`config.mk`:
```
export PLATFORM = sky130hd
export DESIGN_NAME = pvic_ctrl
export DESIGN_NICKNAME = d
export VERILOG_FILES = /design/src/design/pvic_pkg.sv /design/src/design/pvic_edge_det.sv /design/src/design/pvic_ctrl.sv
export SDC_FILE = /design/constraint.sdc
export NUM_CORES = 1
export LEC_CHECK = 0
export ABC_AREA = 1
export BUFFER_PORTS_ARGS = -buffer_cell sky130_fd_sc_hd__buf_2
export CAP_MARGIN = 20
export CORE_MARGIN = 2
export CORE_UTILIZATION = 55
export CTS_CLUSTER_DIAMETER = 120
export CTS_CLUSTER_SIZE = 24
export DETAILED_ROUTE_END_ITERATION = 7
export PLACE_DENSITY_LB_ADDON = 0.1
export SYNTH_ARGS = -nofsm -noshare
export SYNTH_HDL_FRONTEND = slang
export SYNTH_HIERARCHICAL = 1
export SYNTH_SLANG_ARGS = --single-unit
export TNS_END_PERCENT = 1
```
`constraint.sdc`:
```
create_clock -name clk -period 56.7 [get_ports clk]
set_input_delay 5.67 -clock clk [delete_from_list [all_inputs] [get_ports clk]]
set_output_delay 5.67 -clock clk [all_outputs]
set_load 0.01 [all_outputs]
```
`src/design/pvic_pkg.sv`:
```
// Package: constants and types for the prioritized vector interrupt controller
package pvic_pkg;
    localparam int NUM_SRC = 25;
    localparam int LVL_W = 2;
    localparam int VEC_W = 16;
    localparam int IDX_W = 5;
    // Source indices in fixed vector order (index 0 wins ties)
    localparam logic [4:0] SRC_WDT = 5'h00;
    localparam logic [4:0] SRC_TMR2 = 5'h01;
    localparam logic [4:0] SRC_TMR1 = 5'h02;
    localparam logic [4:0] SRC_TMR0 = 5'h03;
    localparam logic [4:0] SRC_UART0_RX = 5'h04;
    localparam logic [4:0] SRC_UART0_TX = 5'h05;
    localparam logic [4:0] SRC_I2C = 5'h06;
    localparam logic [4:0] SRC_SPI = 5'h07;
    localparam logic [4:0] SRC_ADC = 5'h08;
    localparam logic [4:0] SRC_PIN_BASE = 5'h09;
    localparam logic [4:0] SRC_TMR3 = 5'h11;
    localparam logic [4:0] SRC_UART1_RX = 5'h12;
    localparam logic [4:0] SRC_UART1_TX = 5'h13;
    localparam logic [4:0] SRC_DMA = 5'h14;
    localparam logic [4:0] SRC_DUAL_BASE = 5'h15;
    // Vector addresses
    localparam logic [15:0] VEC_RESET = 16'h0002;
    localparam logic [15:0] VEC_WDT = 16'h0004;
    localparam logic [15:0] VEC_TRAP = 16'h0006;
    localparam logic [15:0] VEC_FIRST_SRC = 16'h0008;
    localparam logic [15:0] VEC_STEP = 16'h0002;
    // Levels
    localparam logic [1:0] LVL_OFF = 2'h0;
    localparam logic [1:0] LVL_TOP = 2'h3;
    // Sources held high by their peripheral (bit set = continuous)
    localparam logic [24:0] CONT_MASK = 25'h00c00f1;
    localparam logic [24:0] PEND_RESET = 25'h0000000;

    typedef struct packed {
        logic valid;
        logic [4:0] idx;
        logic [15:0] vector;
    } pvic_req_t;
endpackage : pvic_pkg

```
`src/design/pvic_edge_det.sv`:
```
// Synchronised edge detector for one port pin
`timescale 1ns/1ps
module pvic_edge_det (
    // Clock and reset
    input wire logic clk,
    input wire logic arst_n,
    // Pin and selection
    input wire logic pin,
    input wire logic both_edges,
    input wire logic falling,
    // Detected edge
    output logic hit
);
    logic sync1;
    logic sync2;
    logic sync3;

    // Third stage holds the previous synchronised value; a change counts as soon as it differs from the second
    always_ff @(posedge clk or negedge arst_n) begin
        if (!arst_n) begin
            sync1 <= 1'b0;
            sync2 <= 1'b0;
            sync3 <= 1'b0;
        end else begin
            sync1 <= pin;
            sync2 <= sync1;
            sync3 <= sync2;
        end
    end

    always_ff @(posedge clk or negedge arst_n) begin
        if (!arst_n) begin
            hit <= 1'b0;
        end else begin
            if (both_edges) begin
                hit <= sync2 ^ sync3;
            end else if (falling) begin
                hit <= sync3 & ~sync2;
            end else begin
                hit <= sync2 & ~sync3;
            end
        end
    end
endmodule : pvic_edge_det

```
`src/design/pvic_ctrl.sv`:
```
// Prioritized vector interrupt controller top
`timescale 1ns/1ps
////////////////////////////////////////////////////////////////////////////////
module pvic_ctrl #(
    parameter bit HAS_TMR3 = 1'b1
) (
    // Clock and reset
    input wire logic clk,
    input wire logic arst_n,
    // Peripheral requests, same clock domain
    input wire logic wdt_irq,
    input wire logic wdt_irq_mode,
    input wire logic [2:0] tmr_irq,
    input wire logic tmr3_irq,
    input wire logic uart0_rx_irq,
    input wire logic uart0_tx_irq,
    input wire logic uart1_rx_irq,
    input wire logic uart1_tx_irq,
    input wire logic i2c_irq,
    input wire logic spi_irq,
    input wire logic adc_irq,
    input wire logic dma_irq,
    // Port pins, asynchronous
    input wire logic [7:0] port_a_pin,
    input wire logic [7:0] port_d_pin,
    input wire logic [3:0] port_c_pin,
    // Pin configuration
    input wire logic [7:0] pin_port_sel,
    input wire logic [7:0] pin_falling,
    // Software control
    input wire logic [24:0] enable,
    input wire logic [49:0] level,
    input wire logic gate_set,
    input wire logic gate_clear,
    input wire logic [24:0] pend_wr_zero,
    // Core side
    input wire logic trap_req,
    input wire logic ack,
    output logic global_irq_gate,
    output logic [24:0] pending,
    output pvic_pkg::pvic_req_t req,
    output logic [15:0] reset_vector,
    output logic [15:0] trap_vector
);
    ////////////////////////////////////////////////////////////////////////////
    logic [11:0] pin_raw;
    logic [11:0] pin_hit;
    logic [24:0] src;
    logic [24:0] next_pending;
    pvic_pkg::pvic_req_t next_req;

    // Shared pins: chosen port drives the edge detector
    // Synchronisers clear low, so a pin idling high in rising mode gives one false edge
    genvar g;
    generate
        for (g = 0; g < 8; g++) begin : g_pin
            assign pin_raw[g] = pin_port_sel[g] ? port_d_pin[g] : port_a_pin[g];
            pvic_edge_det u_det (
                .clk(clk),
                .arst_n(arst_n),
                .pin(pin_raw[g]),
                .both_edges(1'b0),
                .falling(pin_falling[g]),
                .hit(pin_hit[g])
            );
        end
        for (g = 0; g < 4; g++) begin : g_dual
            assign pin_raw[8 + g] = port_c_pin[g];
            pvic_edge_det u_det (
                .clk(clk),
                .arst_n(arst_n),
                .pin(pin_raw[8 + g]),
                .both_edges(1'b1),
                .falling(1'b0),
                .hit(pin_hit[8 + g])
            );
        end
    endgenerate

    ////////////////////////////////////////////////////////////////////////////
    // Source vector in fixed order, lowest index first
    always_comb begin
        src = '0;
        src[pvic_pkg::SRC_WDT] = wdt_irq & wdt_irq_mode;
        src[pvic_pkg::SRC_TMR2] = tmr_irq[2];
        src[pvic_pkg::SRC_TMR1] = tmr_irq[1];
        src[pvic_pkg::SRC_TMR0] = tmr_irq[0];
        src[pvic_pkg::SRC_UART0_RX] = uart0_rx_irq;
        src[pvic_pkg::SRC_UART0_TX] = uart0_tx_irq;
        src[pvic_pkg::SRC_I2C] = i2c_irq;
        src[pvic_pkg::SRC_SPI] = spi_irq;
        src[pvic_pkg::SRC_ADC] = adc_irq;
        for (int i = 0; i < 8; i++) begin
            src[int'(pvic_pkg::SRC_PIN_BASE) + i] = pin_hit[7 - i];
        end
        src[pvic_pkg::SRC_TMR3] = tmr3_irq & HAS_TMR3;
        src[pvic_pkg::SRC_UART1_RX] = uart1_rx_irq;
        src[pvic_pkg::SRC_UART1_TX] = uart1_tx_irq;
        src[pvic_pkg::SRC_DMA] = dma_irq;
        for (int i = 0; i < 4; i++) begin
            src[int'(pvic_pkg::SRC_DUAL_BASE) + i] = pin_hit[11 - i];
        end
    end

    ////////////////////////////////////////////////////////////////////////////
    // Pending bits; a new request wins over a clear in the same cycle
    // Hence a held source must go quiet before a zero write can clear it
    always_comb begin
        next_pending = pending;
        for (int i = 0; i < pvic_pkg::NUM_SRC; i++) begin
            if (pend_wr_zero[i]) begin
                next_pending[i] = 1'b0;
            end
            if (ack && req.valid && (int'(req.idx) == i) && !pvic_pkg::CONT_MASK[i]) begin
                next_pending[i] = 1'b0;
            end
            if (src[i]) begin
                next_pending[i] = 1'b1;
            end
        end
    end

    always_ff @(posedge clk or negedge arst_n) begin
        if (!arst_n) begin
            pending <= pvic_pkg::PEND_RESET;
        end else begin
            pending <= next_pending;
        end
    end

    ////////////////////////////////////////////////////////////////////////////
    // Global gate: acknowledge and trap close it, as does reset
    always_ff @(posedge clk or negedge arst_n) begin
        if (!arst_n) begin
            global_irq_gate <= 1'b0;
        end else if (gate_clear || (ack && req.valid) || trap_req) begin
            global_irq_gate <= 1'b0;
        end else if (gate_set) begin
            global_irq_gate <= 1'b1;
        end
    end

    ////////////////////////////////////////////////////////////////////////////
    // Winner: highest level first, then lowest index
    // Strict compare keeps the lowest index on a tie
    always_comb begin
        logic [1:0] best_lvl;
        logic [1:0] lvl;
        lvl = pvic_pkg::LVL_OFF;
        best_lvl = pvic_pkg::LVL_OFF;
        next_req = '0;
        for (int i = 0; i < pvic_pkg::NUM_SRC; i++) begin
            lvl = level[2 * i +: 2];
            // Watchdog always at top level
            if (i == int'(pvic_pkg::SRC_WDT)) begin
                lvl = pvic_pkg::LVL_TOP;
            end
            if (pending[i] && enable[i] && lvl != pvic_pkg::LVL_OFF && lvl > best_lvl) begin
                best_lvl = lvl;
                next_req.valid = 1'b1;
                next_req.idx = 5'(i);
            end
        end
        // Watchdog at 0004h, trap slot at 0006h skipped, then 0008h onward
        if (next_req.idx == pvic_pkg::SRC_WDT) begin
            next_req.vector = pvic_pkg::VEC_WDT;
        end else begin
            next_req.vector = 16'(pvic_pkg::VEC_FIRST_SRC
                + pvic_pkg::VEC_STEP * 16'(next_req.idx - 5'h01));
        end
        if (!global_irq_gate) begin
            next_req.valid = 1'b0;
        end
    end

    always_ff @(posedge clk or negedge arst_n) begin
        if (!arst_n) begin
            req <= '0;
        end else if (ack && req.valid) begin
            // Drop for a cycle so the taken request is not offered twice
            req <= '0;
        end else begin
            req <= next_req;
        end
    end

    ////////////////////////////////////////////////////////////////////////////
    // Fixed vectors for the core's reset and trap entries
    always_ff @(posedge clk or negedge arst_n) begin
        if (!arst_n) begin
            reset_vector <= pvic_pkg::VEC_RESET;
        end else begin
            reset_vector <= pvic_pkg::VEC_RESET;
        end
    end

    always_ff @(posedge clk or negedge arst_n) begin
        if (!arst_n) begin
            trap_vector <= pvic_pkg::VEC_TRAP;
        end else begin
            trap_vector <= pvic_pkg::VEC_TRAP;
        end
    end
endmodule : pvic_ctrl

```
==> flow_metrics.env, run 1 <==
export IMPL_r2r_end="req[14]$_DFF_PN0_"
export IMPL_finalNonFillerCells=1238
export IMPL_clock_latency_ns=0.34
export IMPL_dieHeight_um=112
export IMPL_cp_max_fo=7
export IMPL_syn_area_um2=6360
export IMPL_ys_flop_type="dfrtp_1"
export IMPL_wl_met1_um=6280
export IMPL_worst_path_max_delay_cell="nor4_1"
export IMPL_row_count=39
export IMPL_slowest_delay_ns=0.54
export IMPL_slew_headroom_pct=36.5
export IMPL_synth_seq_area_share_pct=34.2
export IMPL_worst_hold_path_num_cells=0
export IMPL_status="finished clean"
export IMPL_hpwl_um=11700
export IMPL_numCtsBuffers=9
export IMPL_synth_edf_count=0
export IMPL_routed_via_density=4.69
export IMPL_finalInstanceArea_um2=7710
export IMPL_grt_overflow=0
export IMPL_crit_top_cell="nand2_1"
export IMPL_fin_setup_tns_ns=0
export IMPL_synthTopCellsByCount="nand2_1, inv_1, dfrtp_1, nand3_1, nor2_1"
export IMPL_ir_worst_vdd_uv=19.7
export IMPL_r2r_start="pending[0]$_DFFE_PN0P_"
export IMPL_dr_pass1_iters=5
export IMPL_holdCritPathClass="flop to flop"
export IMPL_clockBufferDepth=2
export IMPL_ff2ff_path_depth=187
export IMPL_track_usage_pct=23.0
export IMPL_cts_root_buf="clkbuf_16"
export IMPL_ctsResizeCount=0
export IMPL_hold_slack_ns=0.349
export IMPL_io_pin_count=236
export IMPL_postPlaceCellArea_um2=7430
export IMPL_wl_met2_um=6450
export IMPL_leakage_nw=4.68
export IMPL_vias=5812
export IMPL_netlist_instances=867
export IMPL_holdBufCountCts=0
export IMPL_drc=0
export IMPL_grt_max_degree=77
export IMPL_yosysWarnings=6
export IMPL_numPortBuffers=200
export IMPL_grt_pass1_wl_um=23500
export IMPL_synth_top_area_share_pct=34.2
export IMPL_hold_violations=0
export IMPL_worstMarginPinSlew_ns=0.953
export IMPL_skew_ns=0.00994
export IMPL_ant_nets=0
export IMPL_core_area_um2=11400
export IMPL_wirelength_um=14000
export IMPL_wl_per_cell_um=11.3
export IMPL_min_period_ns=30.49
export IMPL_synth_most_common_cell="nand2_1"
export IMPL_place_congestion=0.904
export IMPL_ys_ff_latch=87
export IMPL_fmaxAchievable_ghz=0.0328
export IMPL_first_iter_violations=299
export IMPL_die_x_um=112
export IMPL_setup_viol=0
export IMPL_ys_top_cells_by_area="dfrtp_1, nand2_1, inv_1, ha_1, buf_4"
export IMPL_syn_area_per_cell_um2=7.33
export IMPL_met3_length_um=850
export IMPL_ys_types=44
export IMPL_path_class="primary input to flop"
export IMPL_dp_cells=1220
export IMPL_fin_crit_sh_pct=53.8
export IMPL_area_growth_pct=21.3
export IMPL_power_density_nw_per_um2=32.7
export IMPL_cts_sinks=87
export IMPL_antenna_found_initial=2
export IMPL_clk_pin_slew_worst_paths_ns=0.06
export IMPL_drive_gt1_share_pct=24.4
export IMPL_slew_viol_final=0
export IMPL_critPathCaptureType="flop"
export IMPL_hp_start="g_pin[3].u_det/sync1$_DFF_PN0_"
export IMPL_required_ns=56.93
export IMPL_first_global_vias=5443
export IMPL_cts_tree="yes"
export IMPL_maxUsedRoutingLayer="met4"
export IMPL_die_area_um2=12400
export IMPL_async_reset_ff_share_pct=100
export IMPL_utilization_pct=67.8
export IMPL_start_kind="primary input"
export IMPL_worstPathArrival_ns=30.72
export IMPL_cts_setup_buffers=0
export IMPL_num_nets_final=1297
export IMPL_maxCapViolCount=0
export IMPL_rrSetupSlack_ns=31.22
export IMPL_htree_levels=3
export IMPL_initial_core_util_pct=55.9
export IMPL_whs_endpoint="g_pin[3].u_det/sync2$_DFF_PN0_"
export IMPL_synth_area_leader_cell="dfrtp_1"
export IMPL_rsz0062_at_grt="false"
==> power breakdown <==
group          internal, mW  total [mW]  leakage, nW  switching (mW)
combinational        0.0459       0.117         3.53          0.0713
sequential           0.0717      0.0790         1.02         0.00726
clock                0.0304      0.0561        0.134          0.0258
==> per-layer routing <==
layer  global-route usage [%]  vias to the layer above
met1                     29.5                     2559
met5                        0                        -
li1                         -                     3061
met3                     4.03                       26
met2                     38.7                      166
met4                     9.79                        0
==> through the flow <==
stage          worst slack [ns]  total power [mW]
3_3_place_gp              26.50             0.194
3_5_place_dp              26.24             0.197
5_1_grt                   23.11             0.277
2_1_floorplan             28.96             0.168
6_report                  26.21             0.252
4_1_cts                   26.36             0.254
==> cell usage in the layout, fill, tap and decap left out, types with 2 or more instances in the layout <==
| cell type | count |
|---|---|
| nor3_1 | 9 |
| nand3_2 | 3 |
| nand2_1 | 204 |
| ha_1 | 53 |
| nand4_1 | 9 |
| nand2_2 | 11 |
| buf_2 | 199 |
| nor4_1 | 9 |
| or2_0 | 12 |
| a21oi_2 | 6 |
| mux2_2 | 8 |
| o21ai_0 | 32 |
| buf_4 | 2 |
| inv_1 | 178 |
| o21bai_1 | 14 |
| clkinv_4 | 2 |
| a31oi_1 | 5 |
| clkinv_1 | 3 |
| and2_1 | 8 |
| nand3_1 | 59 |
| o2111ai_1 | 2 |
| o21ai_1 | 2 |
| inv_2 | 2 |
| o31ai_1 | 3 |
| dfrtp_1 | 87 |
| a21oi_1 | 9 |
| nand4_2 | 2 |
| nor2_1 | 58 |
| o21ai_2 | 4 |
| o211ai_1 | 3 |
| nor2_2 | 4 |
| clkbuf_16 | 9 |
| conb_1 | 53 |
| a21o_1 | 7 |
| inv_6 | 3 |
| or2_2 | 6 |
| diode_2 | 2 |
==> cell type report <==
class | count | area (µm²)
tap | 143 | 179
multi-input combinational | 606 | 3370
antenna | 2 | 5.00
inverter | 183 | 687
clock buffer | 10 | 229
clock inverter | 6 | 51.3
fill | 1051 | 3660
sequential | 87 | 2180
timing repair buffer | 201 | 1010
==> critical path, delay by kind of cell <==
kind / cells / cell delay (ns)
AND/OR/NAND/NOR: 121 / 13.46
adder cells (fa/ha/maj): 26 / 6.82
AO/OA/AOI/OAI: 20 / 2.80
XOR/XNOR: 1 / 0.17
buffers and inverters: 20 / 1.76
==> how the worst max path moves through the flow <==
stage                   start                 to  slack, ns  depth (start not counted)
CTS                 enable[0]  req[14]$_DFF_PN0_      26.36                        188
finish              enable[0]  req[14]$_DFF_PN0_      26.21                        188
detailed placement  enable[0]  req[14]$_DFF_PN0_      26.24                        188
global route        enable[0]  req[14]$_DFF_PN0_      23.11                        191
floorplan           enable[0]  req[14]$_DFF_PN0_      28.96                        187
global placement    enable[0]  req[14]$_DFF_PN0_      26.50                        188
==> registers in the layout, summed over array words and instances, names as in the netlist <==
signal              cells
g_pin.u_det/sync3       8
global_irq_gate         1
pending                25
g_dual.u_det/sync3      4
g_dual.u_det/sync2      4
g_pin.u_det/hit         8
g_dual.u_det/hit        4
g_pin.u_det/sync2       8
req                    13
g_pin.u_det/sync1       8
g_dual.u_det/sync1      4
==> cell families (layout without fill, tap and decap cells) <==
| logic type | after synthesis | count (layout) | synth area share [%] |
|---|---|---|---|
| and+or+nand+nor | 400 | 400 | 28.6 |
| buffers and inverters | 225 | 400 | 15.7 |
| AOI/OAI and AO/OA | 90 | 90 | 9.25 |
| DFF | 87 | 87 | 34.2 |
| adders and majority gates | 53 | 53 | 10.4 |
| muxes | 8 | 8 | 1.42 |
| other | 2 | 55 | 0.118 |
| xor gates and xnor gates | 2 | 2 | 0.276 |
Note: power is estimated with default switching activity, not from simulation.
==> inputs of run 2 (changes only) <==
--- a/config.mk
+++ b/config.mk
@@ -9,7 +9,7 @@
 export BUFFER_PORTS_ARGS = -buffer_cell sky130_fd_sc_hd__buf_2
 export CAP_MARGIN = 20
 export CORE_MARGIN = 2
-export CORE_UTILIZATION = 55
+export CORE_UTILIZATION = 51
 export CTS_CLUSTER_DIAMETER = 120
 export CTS_CLUSTER_SIZE = 24
 export DETAILED_ROUTE_END_ITERATION = 7
==> constraint.sdc (replaced) <==
create_clock -name clk -period 29 [get_ports clk]
set_input_delay 2.9 -clock clk [delete_from_list [all_inputs] [get_ports clk]]
set_output_delay 2.9 -clock clk [all_outputs]
set_load 0.01 [all_outputs]
==> flow_metrics.env, run 2 (same netlist as run 1, synthesis figures left out) <==
export IMPL_fmaxAchievable_ghz=0.0379
export IMPL_wl_per_cell_um=11.4
export IMPL_min_period_ns=26.41
export IMPL_path_delay_family="simple AND/OR/NAND/NOR gates"
export IMPL_routed_via_density=4.64
export IMPL_reg_top3="pending: 25 flops, req: 13 flops"
export IMPL_numCtsBuffers=9
export IMPL_slew_viol_final=0
export IMPL_first_iter_violations=333
export IMPL_crit_buf_inv=20
export IMPL_die_area_um2=13400
export IMPL_hpwl_um=12000
export IMPL_cts_root_buf="clkbuf_16"
export IMPL_setup_viol=0
export IMPL_final_common_cell="nand2_1"
export IMPL_htree_levels=3
export IMPL_numPortBuffers=200
export IMPL_clock_latency_ns=0.34
export IMPL_drc=0
export IMPL_grt_max_degree=76
export IMPL_finalPower_mw=0.508
export IMPL_grt_overflow=0
export IMPL_place_congestion=0.881
export IMPL_holdCritPathClass="flop to flop"
export IMPL_largest_reg_flops=25
export IMPL_first_global_vias=5379
export IMPL_hold_slack_ns=0.349
export IMPL_hold_violations=0
export IMPL_ir_worst_vdd_uv=44.0
export IMPL_dp_cells=1245
export IMPL_vias=5860
export IMPL_worst_path_max_delay_cell="nor4_4"
export IMPL_ant_nets=0
export IMPL_cts_tree="yes"
export IMPL_cts_sinks=87
export IMPL_path_class="primary input to flop"
export IMPL_cp_max_fo=7
export IMPL_clk_pin_slew_worst_paths_ns=0.06
export IMPL_initial_core_util_pct=52.5
export IMPL_drive_gt1_share_pct=26.3
export IMPL_pre_cts_slack_ns=1.16
export IMPL_core_area_um2=12100
export IMPL_postPlaceCellArea_um2=7460
export IMPL_power_density_nw_per_um2=64.8
export IMPL_skew_ns=0.00437
export IMPL_clockBufferDepth=2
export IMPL_leakage_nw=4.71
export IMPL_final_cell_mix="nand2_1, buf_2, inv_1"
export IMPL_critPathCaptureType="flop"
export IMPL_num_nets_final=1299
export IMPL_slowest_delay_ns=0.34
export IMPL_io_pin_count=236
export IMPL_regMostFlops="pending"
export IMPL_worstMarginPinSlew_ns=0.942
export IMPL_slew_headroom_pct=37.2
export IMPL_timing_final_ws_setup_ns=2.59
export IMPL_worstPathArrival_ns=26.65
export IMPL_finalInstanceArea_um2=7840
export IMPL_die_x_um=116
export IMPL_maxCapViolCount=0
export IMPL_required_ns=29.24
export IMPL_wirelength_um=14400
export IMPL_row_count=40
export IMPL_crit_top_cell="nand2_1"
export IMPL_fin_crit_sh_pct=91.1
export IMPL_fillers=1182
export IMPL_start_kind="primary input"
export IMPL_area_growth_pct=23.4
export IMPL_finalNonFillerCells=1264
export IMPL_track_usage_pct=22.1
export IMPL_grt_pass1_wl_um=23300
export IMPL_antenna_found_initial=1
export IMPL_dieHeight_um=116
export IMPL_status="finished clean"
export IMPL_dr_pass1_iters=4
-- run 2: cell types whose count changed in the layout (fill, tap and decap cells not counted), sizes merged --
cell,delta
diode,-1
inv,+3
clkbuf,-1
clkinv,-2
buf,+2
-- run 2: through the flow --
| stage | utilization [%] | TNS (ns) |
|---|---|---|
| after floorplan | - | 0 |
| after global placement | 61.6 | 0 |
| after detailed placement | 61.6 | 0 |
| after CTS | 63.9 | 0 |
| after global routing | 64.8 | -0.0234 |
| final | 64.8 | 0 |
-- run 2: worst register-to-register path: cells and delay by family, from the launching register on --
family / cells / cell delay (ns)
simple gates: 120 / 12.63
fa+ha+maj: 26 / 6.83
compound gates: 21 / 2.64
buf+inv: 19 / 1.46
flops: 1 / 0.41
xor+xnor: 1 / 0.14
-- run 2: power breakdown --
group	switching, mW	internal [mW]	total (mW)	leakage [nW]
Sequential	0.0145	0.140	0.155	1.02
Combinational	0.146	0.0956	0.242	3.55
Clock	0.0522	0.0597	0.112	0.139
Total	0.213	0.296	0.508	4.71
-- run 2: metal layers --
metal	wire, µm	global-route usage (%)	part of all wire, %	up-vias
met3	858	3.77	6.0	19
li1	-	-	-	3074
met5	0	0	0	-
met4	289	8.33	2.0	0
met1	6480	28.2	45	2616
met2	6780	37.8	47	151
-- run 2: area by class of cell --
| type | instances | area, µm² | share of cell area, % |
|---|---|---|---|
| Inverter | 183 | 687 | 8.76 |
| Multi-Input combinational cell | 606 | 3460 | 44.1 |
| Tap cell | 168 | 210 | 2.68 |
| Antenna cell | 1 | 2.50 | 0.0319 |
| Clock buffer | 9 | 225 | 2.87 |
| Sequential cell | 87 | 2180 | 27.8 |
| Timing Repair Buffer | 203 | 1030 | 13.1 |
| Clock inverter | 7 | 58.8 | 0.750 |
-- run 2: path summary, 6_finish.rpt --
kind / from / to / slack, ns / cells after the start
setup reg to reg: pending[0]$_DFFE_PN0P_ / req[14]$_DFF_PN0_ / 4.80 / 187
hold / removal: g_dual[3].u_det/sync1$_DFF_PN0_ / g_dual[3].u_det/sync2$_DFF_PN0_ / 0.35 / 0
min in group asynchronous: arst_n / pending[2]$_DFFE_PN0P_ / 2.39 / 1
setup / recovery: enable[0] / req[14]$_DFF_PN0_ / 2.59 / 188
hold reg to reg: g_dual[3].u_det/sync1$_DFF_PN0_ / g_dual[3].u_det/sync2$_DFF_PN0_ / 0.35 / 0
max in group asynchronous: arst_n / g_dual[3].u_det/sync1$_DFF_PN0_ / 25.43 / 2
-- run 2: timing repair --
action / 4_1_cts / 5_1_grt
endpoints found under the setup margin: 0 / 13
hold buffers: 0 / 0
setup buffers: 0 / 2
gates resized for setup: 0 / 24
==> inputs of run 3 (changes only) <==
--- a/config.mk
+++ b/config.mk
@@ -9,7 +9,8 @@
 export BUFFER_PORTS_ARGS = -buffer_cell sky130_fd_sc_hd__buf_2
 export CAP_MARGIN = 20
 export CORE_MARGIN = 2
-export CORE_UTILIZATION = 51
+export CORE_UTILIZATION = 52
+export CTS_BUF_LIST = sky130_fd_sc_hd__clkbuf_8
 export CTS_CLUSTER_DIAMETER = 120
 export CTS_CLUSTER_SIZE = 24
 export DETAILED_ROUTE_END_ITERATION = 7
==> flow_metrics.env, run 3 (same netlist as run 1, synthesis figures left out) <==
export IMPL_track_usage_pct=21.6
export IMPL_wirelength_um=14100
export IMPL_numCtsBuffers=9
export IMPL_critPathCaptureType="flop"
export IMPL_cts_tree="yes"
export IMPL_regMostFlops="pending"
export IMPL_hold_violations=0
export IMPL_worst_hold_path_num_cells=0
export IMPL_status="finished clean"
export IMPL_final_cell_mix="nand2_1, buf_2, inv_1"
export IMPL_finalInstanceArea_um2=7690
export IMPL_p_int_mw=0.266
export IMPL_first_global_vias=5092
export IMPL_area_growth_pct=21.0
export IMPL_use_met1_pct=29.1
export IMPL_top_usage_layer="met2"
export IMPL_cts_sinks=87
export IMPL_met2_usage_pct=35.7
export IMPL_vias=5782
export IMPL_whs_endpoint="g_pin[6].u_det/sync2$_DFF_PN0_"
export IMPL_clock_latency_ns=0.36
export IMPL_worst_path_max_delay_cell="nor4_4"
export IMPL_rrSetupSlack_ns=4.70
export IMPL_cts_root_buf="clkbuf_8"
export IMPL_grt_overflow=0
export IMPL_final_common_cell="nand2_1"
export IMPL_worstMarginPinSlew_ns=0.618
export IMPL_first_iter_violations=266
export IMPL_hpwl_um=11700
export IMPL_postPlaceCellArea_um2=7430
export IMPL_cp_max_fo=7
export IMPL_slew_viol_final=0
export IMPL_r2r_start="pending[0]$_DFFE_PN0P_"
export IMPL_initial_core_util_pct=53.2
export IMPL_fmaxAchievable_ghz=0.0377
export IMPL_row_count=40
export IMPL_ir_worst_vdd_uv=35.3
export IMPL_dieHeight_um=115
export IMPL_leakage_nw=4.65
export IMPL_clockBufferDepth=2
export IMPL_antennaDiodeCount=0
export IMPL_fin_setup_tns_ns=0
export IMPL_crit_top_cell="nand2_1"
export IMPL_grt_pass1_wl_um=22500
export IMPL_ant_nets=0
export IMPL_slowest_delay_ns=0.34
export IMPL_grt_use_met3_pct=2.91
export IMPL_io_pin_count=236
export IMPL_die_x_um=115
export IMPL_numPortBuffers=200
export IMPL_switching_share_pct=43.5
export IMPL_routed_via_density=4.66
export IMPL_largest_reg_flops=25
export IMPL_die_area_um2=13100
export IMPL_combPwrFrac_pct=50.4
export IMPL_worstPathArrival_ns=26.77
export IMPL_required_ns=29.27
export IMPL_path_class="primary input to flop"
export IMPL_maxCapViolCount=0
export IMPL_core_area_um2=12000
export IMPL_seqPwrFrac_pct=32.8
export IMPL_reg_top3="pending: 25 flops, req: 13 flops"
export IMPL_drive_gt1_share_pct=26.2
export IMPL_skew_ns=0.0122
export IMPL_dr_pass1_iters=5
export IMPL_hp_start="g_pin[6].u_det/sync1$_DFF_PN0_"
export IMPL_holdCritPathClass="flop to flop"
export IMPL_start_kind="primary input"
export IMPL_switchingPower_mw=0.204
export IMPL_drc=0
export IMPL_antenna_found_initial=0
export IMPL_power_frac_clock_pct=16.9
export IMPL_power_density_nw_per_um2=61.0
export IMPL_ff2ff_path_depth=187
export IMPL_htree_levels=3
export IMPL_wl_per_cell_um=11.3
export IMPL_setup_viol=0
export IMPL_place_congestion=0.924
export IMPL_grt_max_degree=52
export IMPL_fin_crit_sh_pct=91.4
export IMPL_clk_pin_slew_worst_paths_ns=0.10
export IMPL_holdBufCountCts=0
export IMPL_slew_headroom_pct=58.8
export IMPL_min_period_ns=26.51
export IMPL_num_nets_final=1299
export IMPL_r2r_end="req[14]$_DFF_PN0_"
==> run 3: timing repair <==
item / in CTS / in global routing
setup buffers: 0 / 2
gates resized for setup: 0 / 25
endpoints found under the setup margin: 0 / 13
==> run 3: cell type report <==
type	count	area [µm²]
Clock inverter	6	53.8
Sequential cell	87	2180
Fill cell	1147	4270
Timing Repair Buffer	203	1030
Tap cell	147	184
Inverter	183	687
Clock buffer	9	124
Multi-Input combinational cell	606	3440
==> run 3: worst max path at each step <==
stage	from	cells after the start	slack, ns	endpoint
final	enable[0]	188	2.49	req[14]$_DFF_PN0_
after global routing	enable[0]	188	-0.05	req[4]$_DFF_PN0_
after CTS	enable[0]	187	1.43	req[14]$_DFF_PN0_
after detailed placement	enable[0]	187	1.18	req[14]$_DFF_PN0_
after global placement	enable[0]	187	1.52	req[14]$_DFF_PN0_
after floorplan	enable[0]	187	4.03	req[14]$_DFF_PN0_
==> run 3: critical path: cells and delay by family <==
family / cells / cell delay (ns)
AO/OA/AOI/OAI: 21 / 2.73
adder cells (fa/ha/maj): 26 / 6.88
buffers and inverters: 20 / 1.55
XOR/XNOR: 1 / 0.15
AND/OR/NAND/NOR: 120 / 12.59
==> run 3: metal layers <==
metal / wire, µm / part of all wire (%) / vias up
met3: 927 / 6.6 / 19
li1: - / - / 3065
met2: 6420 / 46 / 165
met5: 0 / 0 / -
met4: 327 / 2.3 / 0
met1: 6380 / 45 / 2533
==> run 3: per-stage QoR <==
step                      hold slack (ns)  total power, mW  util, %  setup slack [ns]  std cells
after floorplan                     0.331            0.328        -              4.03        918
after global placement              0.332            0.381     62.1              1.52       1224
after detailed placement            0.335            0.384     62.1              1.18       1224
after CTS                           0.355            0.465     63.6              1.43       1239
after global routing                0.363            0.517     64.3           -0.0461       1241
final                               0.353            0.470     64.3              2.49       1241
==> run 3: power groups by stage <==
stage | sequential, mW | clock [mW] | combinational (mW)
floorplan | 0.160 | 0 | 0.168
global placement | 0.156 | 0 | 0.225
detailed placement | 0.156 | 0 | 0.227
CTS | 0.154 | 0.0820 | 0.229
global route | 0.157 | 0.0874 | 0.273
finish | 0.154 | 0.0793 | 0.237
